## src/rtl/dtpt_pkg.sv

```systemverilog
// constants and types for the down timer with pwm and tone
package dtpt_pkg;
   // register indices; byte address is four times the index
   localparam logic [4:0] IDX_CNT_LOW = 5'h00;
   localparam logic [4:0] IDX_CTRL_ONE = 5'h01;
   localparam logic [4:0] IDX_CTRL_TWO = 5'h02;
   localparam logic [4:0] IDX_PWM_A_DUTY = 5'h03;
   localparam logic [4:0] IDX_PRESCALE = 5'h04;
   localparam logic [4:0] IDX_TONE = 5'h05;
   localparam logic [4:0] IDX_PWM_B_CTRL = 5'h0a;
   localparam logic [4:0] IDX_PWM_B_DUTY = 5'h0c;
   localparam logic [4:0] IDX_TIMER_HIGH = 5'h10;
   localparam logic [4:0] IDX_STATUS = 5'h11;
   ////////////////////////////////////////////////////////////////////////
   // control one fields
   localparam int B_RUN = 0;
   localparam int B_RELOAD = 1;
   localparam int B_SINGLE = 2;
   localparam int B_A_LOW = 6;
   localparam int B_A_DRIVE = 7;
   // control two fields
   localparam int B_PS_LSB = 0;
   localparam int B_PS_OFF = 3;
   localparam int B_EDGE = 4;
   localparam int B_SRC = 5;
   // pwm b control fields
   localparam int B_FAST = 3;
   localparam int B_B_LOW = 6;
   localparam int B_B_DRIVE = 7;
   // tone fields
   localparam int B_TONE_DRIVE = 7;
   // timer high fields
   localparam int B_TH_RELOAD = 4;
   localparam int B_TH_B_DUTY = 2;
   localparam int B_TH_A_DUTY = 0;
   // status fields
   localparam int B_UFL = 0;
   localparam int B_IRQ_EN = 1;
   localparam int B_GATE = 2;
   ////////////////////////////////////////////////////////////////////////
   localparam logic [7:0] CTRL_ONE_RST = 8'h00;
   localparam logic [5:0] CTRL_TWO_RST = 6'h3f;
   localparam logic [7:0] PWM_B_CTRL_RST = 8'h00;
   localparam logic [7:0] TONE_RST = 8'h0f;
   localparam logic [7:0] PRESCALE_RST = 8'hff;
   localparam logic [9:0] CNT_ALL_ONES = 10'h3ff;
   localparam int INST_DIV = 4;
   localparam int FAST_DIV = 1;

   typedef struct packed {
      logic level;
      logic drive;
   } dtpt_pin_t;
endpackage : dtpt_pkg

```

## src/rtl/dtpt_pwm_chan.sv

```systemverilog
// one pwm channel: duty compare against the shared down counter
`timescale 1ns/1ns
`default_nettype none
module dtpt_pwm_chan
   import dtpt_pkg::*;
#(
   parameter int W = 10
) (
   // clock and reset
   input wire logic clk_i,
   input wire logic rst_i,
   // compare inputs
   input wire logic [W-1:0] count_i,
   input wire logic [W-1:0] duty_i,
   input wire logic low_active_i,
   input wire logic pin_drive_i,
   // pin
   output var dtpt_pin_t pin_o
);
   logic active;

   assign active = count_i < duty_i;

   always_ff @(posedge clk_i) begin
      if (rst_i) begin
         pin_o <= '0;
      end else begin
         pin_o.level <= active ^ low_active_i;
         pin_o.drive <= pin_drive_i;
      end
   end
endmodule : dtpt_pwm_chan
`default_nettype wire

```

## src/rtl/dtpt_timer.sv

```systemverilog
// down timer with prescaler, two pwm channels and tone, wishbone slave
`timescale 1ns/1ns
`default_nettype none
module dtpt_timer
   import dtpt_pkg::*;
#(
   parameter int CW = 10,
   parameter int INST_RATE = INST_DIV,
   parameter int FAST_RATE = FAST_DIV
) (
   // clock and reset
   input wire logic clk_i,
   input wire logic rst_i,
   // wishbone slave
   input wire logic cyc_i,
   input wire logic stb_i,
   input wire logic we_i,
   input wire logic [6:0] adr_i,
   input wire logic [3:0] sel_i,
   input wire logic [31:0] dat_i,
   output logic [31:0] dat_o,
   output logic ack_o,
   // pins
   input wire logic ext_count_pin_i,
   output var dtpt_pin_t port_pin_2_o,
   output var dtpt_pin_t port_pin_0_o,
   output logic tone_out_o,
   output logic irq_o
);
   ////////////////////////////////////////////////////////////////////////
   logic [7:0] ctrl_one_reg;
   logic [5:0] ctrl_two_reg;
   logic [7:0] pwm_b_ctrl_reg;
   logic [7:0] tone_reg;
   logic [7:0] duty_a_reg;
   logic [7:0] duty_b_reg;
   logic [5:0] timer_high_reg;
   logic [CW-1:0] reload_reg;
   logic [CW-1:0] down_counter_reg;
   logic [7:0] prescale_value;
   logic underflow_flag;
   logic irq_en_reg;
   logic global_irq_gate;
   logic [7:0] inst_div_reg;
   logic [7:0] fast_div_reg;
   logic ext_prev_reg;
   logic tone_reg_out;
   logic tone_prev_reg;

   logic req;
   logic wr;
   logic [4:0] idx;
   logic inst_tick;
   logic fast_tick;
   logic ext_tick;
   logic src_tick;
   logic ps_pulse;
   logic step;
   logic underflow;
   logic [7:0] ps_next;
   logic [7:0] ps_mask;
   logic [2:0] prescale_ratio;
   logic prescale_off;
   logic counter_run;
   logic tone_level;
   logic [3:0] tone_rate_select;
   logic [31:0] rd_data;
   dtpt_pin_t pwm_a;
   dtpt_pin_t pwm_b;

   assign req = cyc_i & stb_i & ~ack_o;
   // a write lands at the edge where the master sees ack, not before
   assign wr = cyc_i & stb_i & ack_o & we_i & sel_i[0];
   assign idx = adr_i[6:2];
   assign prescale_ratio = ctrl_two_reg[B_PS_LSB +: 3];
   assign prescale_off = ctrl_two_reg[B_PS_OFF];
   assign counter_run = ctrl_one_reg[B_RUN];
   assign tone_rate_select = tone_reg[3:0];

   ////////////////////////////////////////////////////////////////////////
   // count sources; all slower rates are enables off the one clock
   assign inst_tick = inst_div_reg == 8'(INST_RATE - 1);
   assign fast_tick = fast_div_reg == 8'(FAST_RATE - 1);
   assign ext_tick = ctrl_two_reg[B_EDGE] ?
      (ext_prev_reg & ~ext_count_pin_i) :
      (~ext_prev_reg & ext_count_pin_i);

   always_comb begin
      if (pwm_b_ctrl_reg[B_FAST]) begin
         src_tick = fast_tick;
      end else if (ctrl_two_reg[B_SRC]) begin
         src_tick = ext_tick;
      end else begin
         src_tick = inst_tick;
      end
   end

   always_ff @(posedge clk_i) begin
      if (rst_i) begin
         inst_div_reg <= 8'h00;
         fast_div_reg <= 8'h00;
         ext_prev_reg <= 1'b0;
      end else begin
         inst_div_reg <= inst_tick ? 8'h00 : inst_div_reg + 8'h01;
         fast_div_reg <= fast_tick ? 8'h00 : fast_div_reg + 8'h01;
         ext_prev_reg <= ext_count_pin_i;
      end
   end

   ////////////////////////////////////////////////////////////////////////
   // prescaler: free counter, pulse when the low ratio+1 bits wrap
   assign ps_next = prescale_value + 8'h01;
   assign ps_mask = 8'((9'h002 << prescale_ratio) - 9'h001);
   assign ps_pulse = src_tick & ((ps_next & ps_mask) == 8'h00);

   always_ff @(posedge clk_i) begin
      if (rst_i) begin
         prescale_value <= PRESCALE_RST;
      end else if (src_tick) begin
         prescale_value <= ps_next;
      end
   end

   // is software's: a ratio change mid-count may give an early pulse
   assign step = counter_run & (prescale_off ? src_tick : ps_pulse);
   assign underflow = step & (down_counter_reg == '0);

   ////////////////////////////////////////////////////////////////////////
   // down counter
   always_ff @(posedge clk_i) begin
      if (rst_i) begin
         down_counter_reg <= '0;
      end else if (wr && idx == IDX_CNT_LOW) begin
         down_counter_reg <= {timer_high_reg[B_TH_RELOAD +: 2], dat_i[7:0]};
      end else if (underflow) begin
         if (ctrl_one_reg[B_SINGLE]) begin
            down_counter_reg <= '0;
         end else if (ctrl_one_reg[B_RELOAD]) begin
            down_counter_reg <= reload_reg;
         end else begin
            down_counter_reg <= CNT_ALL_ONES;
         end
      end else if (step) begin
         down_counter_reg <= down_counter_reg - CW'(1);
      end
   end

   always_ff @(posedge clk_i) begin
      if (rst_i) begin
         reload_reg <= '0;
      end else if (wr && idx == IDX_CNT_LOW) begin
         reload_reg <= {timer_high_reg[B_TH_RELOAD +: 2], dat_i[7:0]};
      end else if (wr && idx == IDX_TIMER_HIGH) begin
         reload_reg[9:8] <= dat_i[B_TH_RELOAD +: 2];
      end
   end

   ////////////////////////////////////////////////////////////////////////
   // control registers
   always_ff @(posedge clk_i) begin
      if (rst_i) begin
         ctrl_one_reg <= CTRL_ONE_RST;
      end else if (wr && idx == IDX_CTRL_ONE) begin
         ctrl_one_reg <= dat_i[7:0] & 8'hc7;
      end else if (underflow && ctrl_one_reg[B_SINGLE]) begin
         ctrl_one_reg[B_RUN] <= 1'b0;
      end
   end

   // count source and prescaler setup
   always_ff @(posedge clk_i) begin
      if (rst_i) begin
         ctrl_two_reg <= CTRL_TWO_RST;
         pwm_b_ctrl_reg <= PWM_B_CTRL_RST;
      end else if (wr) begin
         case (idx)
            IDX_CTRL_TWO: ctrl_two_reg <= dat_i[5:0];
            IDX_PWM_B_CTRL: pwm_b_ctrl_reg <= dat_i[7:0] & 8'hc8;
            default: ;
         endcase
      end
   end

   // tone setup; write-only, so reserved bits are dropped here
   always_ff @(posedge clk_i) begin
      if (rst_i) begin
         tone_reg <= TONE_RST;
      end else if (wr && idx == IDX_TONE) begin
         tone_reg <= dat_i[7:0] & 8'h8f;
      end
   end

   // pwm duties and the high bits they share with the reload value
   always_ff @(posedge clk_i) begin
      if (rst_i) begin
         duty_a_reg <= 8'h00;
         duty_b_reg <= 8'h00;
         timer_high_reg <= 6'h00;
      end else if (wr) begin
         case (idx)
            IDX_PWM_A_DUTY: duty_a_reg <= dat_i[7:0];
            IDX_PWM_B_DUTY: duty_b_reg <= dat_i[7:0];
            IDX_TIMER_HIGH: timer_high_reg <= dat_i[5:0];
            default: ;
         endcase
      end
   end

   // sticky flag: hardware set wins over a same-cycle clear
   always_ff @(posedge clk_i) begin
      if (rst_i) begin
         underflow_flag <= 1'b0;
         irq_en_reg <= 1'b0;
         global_irq_gate <= 1'b0;
      end else begin
         if (underflow) begin
            underflow_flag <= 1'b1;
         end else if (wr && idx == IDX_STATUS && dat_i[B_UFL]) begin
            underflow_flag <= 1'b0;
         end
         if (wr && idx == IDX_STATUS) begin
            irq_en_reg <= dat_i[B_IRQ_EN];
            global_irq_gate <= dat_i[B_GATE];
         end
      end
   end

   always_ff @(posedge clk_i) begin
      if (rst_i) begin
         irq_o <= 1'b0;
      end else begin
         irq_o <= underflow_flag & irq_en_reg & global_irq_gate;
      end
   end

   ////////////////////////////////////////////////////////////////////////
   // pwm channels share the down counter as frame, the reload value only when reload is set; counter sets phase
   dtpt_pwm_chan #(.W(CW)) u_pwm_a (
      .clk_i(clk_i),
      .rst_i(rst_i),
      .count_i(down_counter_reg),
      .duty_i({timer_high_reg[B_TH_A_DUTY +: 2], duty_a_reg}),
      .low_active_i(ctrl_one_reg[B_A_LOW]),
      .pin_drive_i(ctrl_one_reg[B_A_DRIVE]),
      .pin_o(pwm_a)
   );

   dtpt_pwm_chan #(.W(CW)) u_pwm_b (
      .clk_i(clk_i),
      .rst_i(rst_i),
      .count_i(down_counter_reg),
      .duty_i({timer_high_reg[B_TH_B_DUTY +: 2], duty_b_reg}),
      .low_active_i(pwm_b_ctrl_reg[B_B_LOW]),
      .pin_drive_i(pwm_b_ctrl_reg[B_B_DRIVE]),
      .pin_o(pwm_b)
   );

   ////////////////////////////////////////////////////////////////////////
   // tone: prescaler or down counter bit k halves per step, giving 1:2 .. 1:256
   always_comb begin
      if (tone_rate_select[3]) begin
         tone_level = down_counter_reg[tone_rate_select[2:0]];
      end else begin
         tone_level = prescale_value[tone_rate_select[2:0]];
      end
   end

   always_ff @(posedge clk_i) begin
      if (rst_i) begin
         tone_reg_out <= 1'b0;
         tone_prev_reg <= 1'b0;
      end else begin
         tone_reg_out <= tone_reg[B_TONE_DRIVE] & tone_level;
         tone_prev_reg <= tone_reg[B_TONE_DRIVE];
      end
   end

   // pin 2 is shared; tone takes it over pwm a when both are on
   always_ff @(posedge clk_i) begin
      if (rst_i) begin
         port_pin_2_o <= '0;
         port_pin_0_o <= '0;
         tone_out_o <= 1'b0;
      end else begin
         tone_out_o <= tone_reg_out;
         if (tone_prev_reg) begin
            port_pin_2_o <= '{level: tone_reg_out, drive: 1'b1};
         end else begin
            port_pin_2_o <= pwm_a;
         end
         port_pin_0_o <= pwm_b;
      end
   end

   ////////////////////////////////////////////////////////////////////////
   // wishbone read mux; write-only and unmapped words read as zero
   always_comb begin
      rd_data = 32'h0000_0000;
      case (idx)
         IDX_CNT_LOW: rd_data[7:0] = down_counter_reg[7:0];
         IDX_CTRL_ONE: rd_data[2:0] = ctrl_one_reg[2:0];
         IDX_CTRL_TWO: rd_data[5:0] = ctrl_two_reg;
         IDX_PRESCALE: rd_data[7:0] = prescale_value;
         IDX_TIMER_HIGH: rd_data[5:0] =
            {down_counter_reg[9:8], timer_high_reg[3:0]};
         IDX_STATUS: rd_data[2:0] =
            {global_irq_gate, irq_en_reg, underflow_flag};
         default: rd_data = 32'h0000_0000;
      endcase
   end

   always_ff @(posedge clk_i) begin
      if (rst_i) begin
         ack_o <= 1'b0;
         dat_o <= 32'h0000_0000;
      end else begin
         ack_o <= req;
         dat_o <= req ? rd_data : 32'h0000_0000;
      end
   end
endmodule : dtpt_timer
`default_nettype wire

```

## config.mk

```make
export PLATFORM = sky130hd
export DESIGN_NAME = dtpt_timer
export DESIGN_NICKNAME = d
export VERILOG_FILES = /design/src/rtl/dtpt_pkg.sv /design/src/rtl/dtpt_pwm_chan.sv /design/src/rtl/dtpt_timer.sv
export SDC_FILE = /design/constraint.sdc
export NUM_CORES = 1
export LEC_CHECK = 0
export BUFFER_PORTS_ARGS = -buffer_cell sky130_fd_sc_hd__buf_2
export CAP_MARGIN = 0
export CORE_UTILIZATION = 35
export DETAILED_ROUTE_END_ITERATION = 8
export GPL_TIMING_DRIVEN = 0
export PLACE_DENSITY_LB_ADDON = 0.1
export SLEW_MARGIN = 25
export SYNTH_ARGS = -nofsm -noshare
export SYNTH_HDL_FRONTEND = slang
export SYNTH_HIERARCHICAL = 1
export SYNTH_SLANG_ARGS = --single-unit
export TNS_END_PERCENT = 5
```

## constraint.sdc

```tcl
create_clock -name clk_i -period 3.05 [get_ports clk_i]
set_input_delay 0.4575 -clock clk_i [delete_from_list [all_inputs] [get_ports clk_i]]
set_output_delay 0.4575 -clock clk_i [all_outputs]
set_load 0.01 [all_outputs]
```

==> metrics <==
chip height=about 130 um; hold crit path type=input port to flip-flop; row count=46; initial core utilization=35.85%; # diodes=0; crit path cell chain=clkbuf_1, or3_1, ha_1, nor3_1, a21o_1, o221a_2, o21ai_1, a41oi_2, buf_2, nor3_1, a221o_1; relative slew slack=between 40% and 50%; Lkg Pwr=~2.8 nW; Tot Pwr=2.830 mW; via/cell ratio=slightly above 5; final-report hold violation count=0; DRT Pass-1 Iters=5; CP required=around 3.3 ns; Critical-path top delay cell=or3_1; DR WL/cell=16.91 um; fin. max-slew vios=0; multi-input logic area=~3100 um2; CTS buffer count=9; EDFF count, synth=0; Worst Setup Slack, final=between 0.2 and 0.25 ns; status=complete, no violations; crit start category=flip-flop; worst vdd ir=about 0.28 mV; GRT Util Overall=~20%; share of layout cells above drive strength 1=around 14%; via count=roughly 4800; Filler Cell Count=1629; clk root buf=clkbuf_16; CTS Buffer Depth=2; power per cell area=~440 nW/um2; Setup Fix Bufs, Post-CTS=0; WL final=15910 um; Least-Margin Pin Slew=about 0.87 ns; HPWL Detailed=between 10000 and 15000 um; DRT antenna net count=0; Worst setup EP type=flip-flop; dominant synthesized flop cell=dfxtp_1; Critical Path Most Common Cell=nor3_1; WHS Endpoint=ext_prev_reg; gpl congestion=around 0.90; setup tns final=0 ns; Seq cells post-synth=110; die area=16730 um2; Avg Inst Size Synth=roughly 8.6 um2; placed inst area=6182 um2; CTS tree=built; clk slew on worst S/H paths=approximately 0.070 ns; Seq/Total Area, Yosys=roughly 39%; pin count of the biggest net entering global routing=19; RSZ-0062 raised after global routing=false; fin crit share=slightly above 90%; # setup viols final=0; FFs w/ async S/R, synth=0%; Ys Warns=6; Final Cell Area=around 6500 um2; Crit Path Class=flip-flop to flip-flop; fmax=~350 MHz; Reg area=between 2000 and 2500 um2; WP buf/inv=2; Max stage delay on crit path=between 0.4 and 0.5 ns; vias in the first global route=roughly 4500; Crit path max-delay family=compound AO/OA/AOI/OAI gates; cell count along the critical path=11; Worst R2R Start=ctrl_two_reg[1]; Hold Startpoint=ext_count_pin_i; Cell Area, Synth=5674 um2; register-to-register setup slack=0.22 ns; # hold bufs at CTS=0; Clk Latency, worst-skew pair=roughly 0.36 ns; IO Count=a little under 90; initial antenna violation count=0; Netlist cell types=63; Final min period=roughly 2.8 ns; DP Worst Slack=roughly 0.27 ns; PortBufs=29; synthesized instance count=around 660; # DRC=0; Area growth syn-to-layout=13.78%; clock skew=roughly 0.0056 ns; maximum net fanout on the critical path=10; die width=between 100 and 150 um; r2r worst-path depth=11; max cap viols=0; Layout Nets=approximately 790; gr ovfl total=0; Core Region=15830 um2; reg-to-reg endpoint=down_counter_reg[2]; Sink Count=110; first-pass GRT wire length=24910 um; H-Tree Depth=3; CP arrival=slightly above 3 ns; iteration-0 DRC count of the detailed router=between 300 and 400; Hold Crit Depth=2; post-CTS sizing=0
[worst register-to-register path: stages (launching register included)]
cell and delay, ns:
dfxtp_1 0.30, clkbuf_1 0.20, or3_1 0.42, ha_1 0.30
nor3_1 0.16, a21o_1 0.11, o221a_2 0.17, o21ai_1 0.09
a41oi_2 0.32, buf_2 0.30, nor3_1 0.09, a221o_1 0.27
[cells by family (layout without fill, tap and decap cells)]
group | Yosys count | after routing | synth area share, %
flops | 110 | 110 | 38.81
fa+ha+maj | 25 | 25 | 5.469
xor+xnor | 28 | 28 | 4.322
mux | 39 | 39 | 8.093
buf+inv | 87 | 132 | 7.696
other cells | 1 | 24 | 0.06609
compound gates | 106 | 106 | 12.46
simple gates | 261 | 261 | 23.09
[cells in the final DEF, fill, tap and decap left out, drive strengths merged, types with 3 or more instances in the layout]
cell type,synthesis,layout
a22o,3,3
nand4,10,10
or3,6,6
clkbuf,22,32
a22oi,7,7
xnor2,10,10
mux2,5,5
a221o,9,9
conb,1,24
o31ai,3,3
nand2b,8,8
clkinvlp,0,3
nor2,64,64
buf,35,64
a21oi,38,38
nand3,40,40
mux4,5,5
inv,29,31
a31oi,6,6
a21o,4,4
or3b,3,3
ha,24,24
nor2b,17,17
nor3,17,17
and2,3,3
o21ai,22,22
nor4,5,5
nor3b,3,3
and3,7,7
mux2i,29,29
a222oi,3,3
nand2,68,68
dfxtp,110,110
xor2,18,18
[Yosys cell counts, drive strengths merged (3+ instances only)]
library cell / number / area share [%]
inv: 29 / 1.9
nand2: 68 / 4.5
a22o: 3 / 0.46
nor3: 17 / 1.6
buf: 35 / 4.3
a222oi: 3 / 0.53
nor2b: 17 / 1.9
mux2: 5 / 0.99
o21ai: 22 / 2.0
a31oi: 6 / 0.66
or3b: 3 / 0.46
dfxtp: 110 / 39
nand2b: 8 / 1.1
a21oi: 38 / 3.5
clkbuf: 22 / 1.5
nand4: 10 / 1.1
xor2: 18 / 2.8
nor4: 5 / 0.66
and3: 7 / 0.77
mux4: 5 / 2.0
xnor2: 10 / 1.5
mux2i: 29 / 5.1
o31ai: 3 / 0.40
a21o: 4 / 0.53
nor3b: 3 / 0.60
and2: 3 / 0.33
ha: 24 / 5.3
a221o: 9 / 1.6
nor2: 64 / 4.2
or3: 6 / 0.75
a22oi: 7 / 0.93
nand3: 40 / 3.5
[area by class of cell]
| type | count | area share [%] |
|---|---|---|
| Sequential cell | 110 | 34.11 |
| Buffer | 57 | 5.019 |
| Tap cell | 216 | 4.186 |
| Clock buffer | 10 | 3.547 |
| Timing Repair Buffer | 29 | 2.248 |
| Clock inverter | 6 | 0.6977 |
| Inverter | 30 | 1.744 |
| Multi-Input combinational cell | 483 | 48.45 |
[per-stage QoR]
stage	instances	util (%)	hold slack, ns
after global routing	941	40.79	0.3573
after CTS	941	40.79	0.3472
after global placement	925	39.02	0.4348
after floorplan	680	-	0.4114
after detailed placement	925	39.06	0.4328
final	941	40.79	0.3530
[per-layer routing]
layer  vias up  track usage [%]  share of wire, %
li1       2368                -                 -
met1      2223            25.33                45
met2       137            32.54                46
met3        32            4.129               4.8
met4         0            8.927               3.7
met5         -                0                 0
[power by group]
| part | leakage, nW | total (mW) | switching (mW) | internal [mW] |
|---|---|---|---|---|
| Combinational | 1.75 | 0.235 | 0.146 | 0.0891 |
| Clock | 0.126 | 1.13 | 0.569 | 0.560 |
| Sequential | 0.888 | 1.47 | 0.0175 | 1.45 |
[worst max-delay path by stage]
stage	from	end	slack, ns
6_report	ctrl_two_reg[1]	down_counter_reg[2]	0.22
5_1_grt	ctrl_two_reg[1]	down_counter_reg[2]	0.05
4_1_cts	ctrl_two_reg[1]	down_counter_reg[2]	0.26
3_5_place_dp	ctrl_two_reg[1]	down_counter_reg[2]	0.27
3_3_place_gp	ctrl_two_reg[1]	down_counter_reg[4]	0.30
2_1_floorplan	ctrl_two_reg[1]	down_counter_reg[9]	0.60
Note: power is estimated with default switching activity, not from simulation.
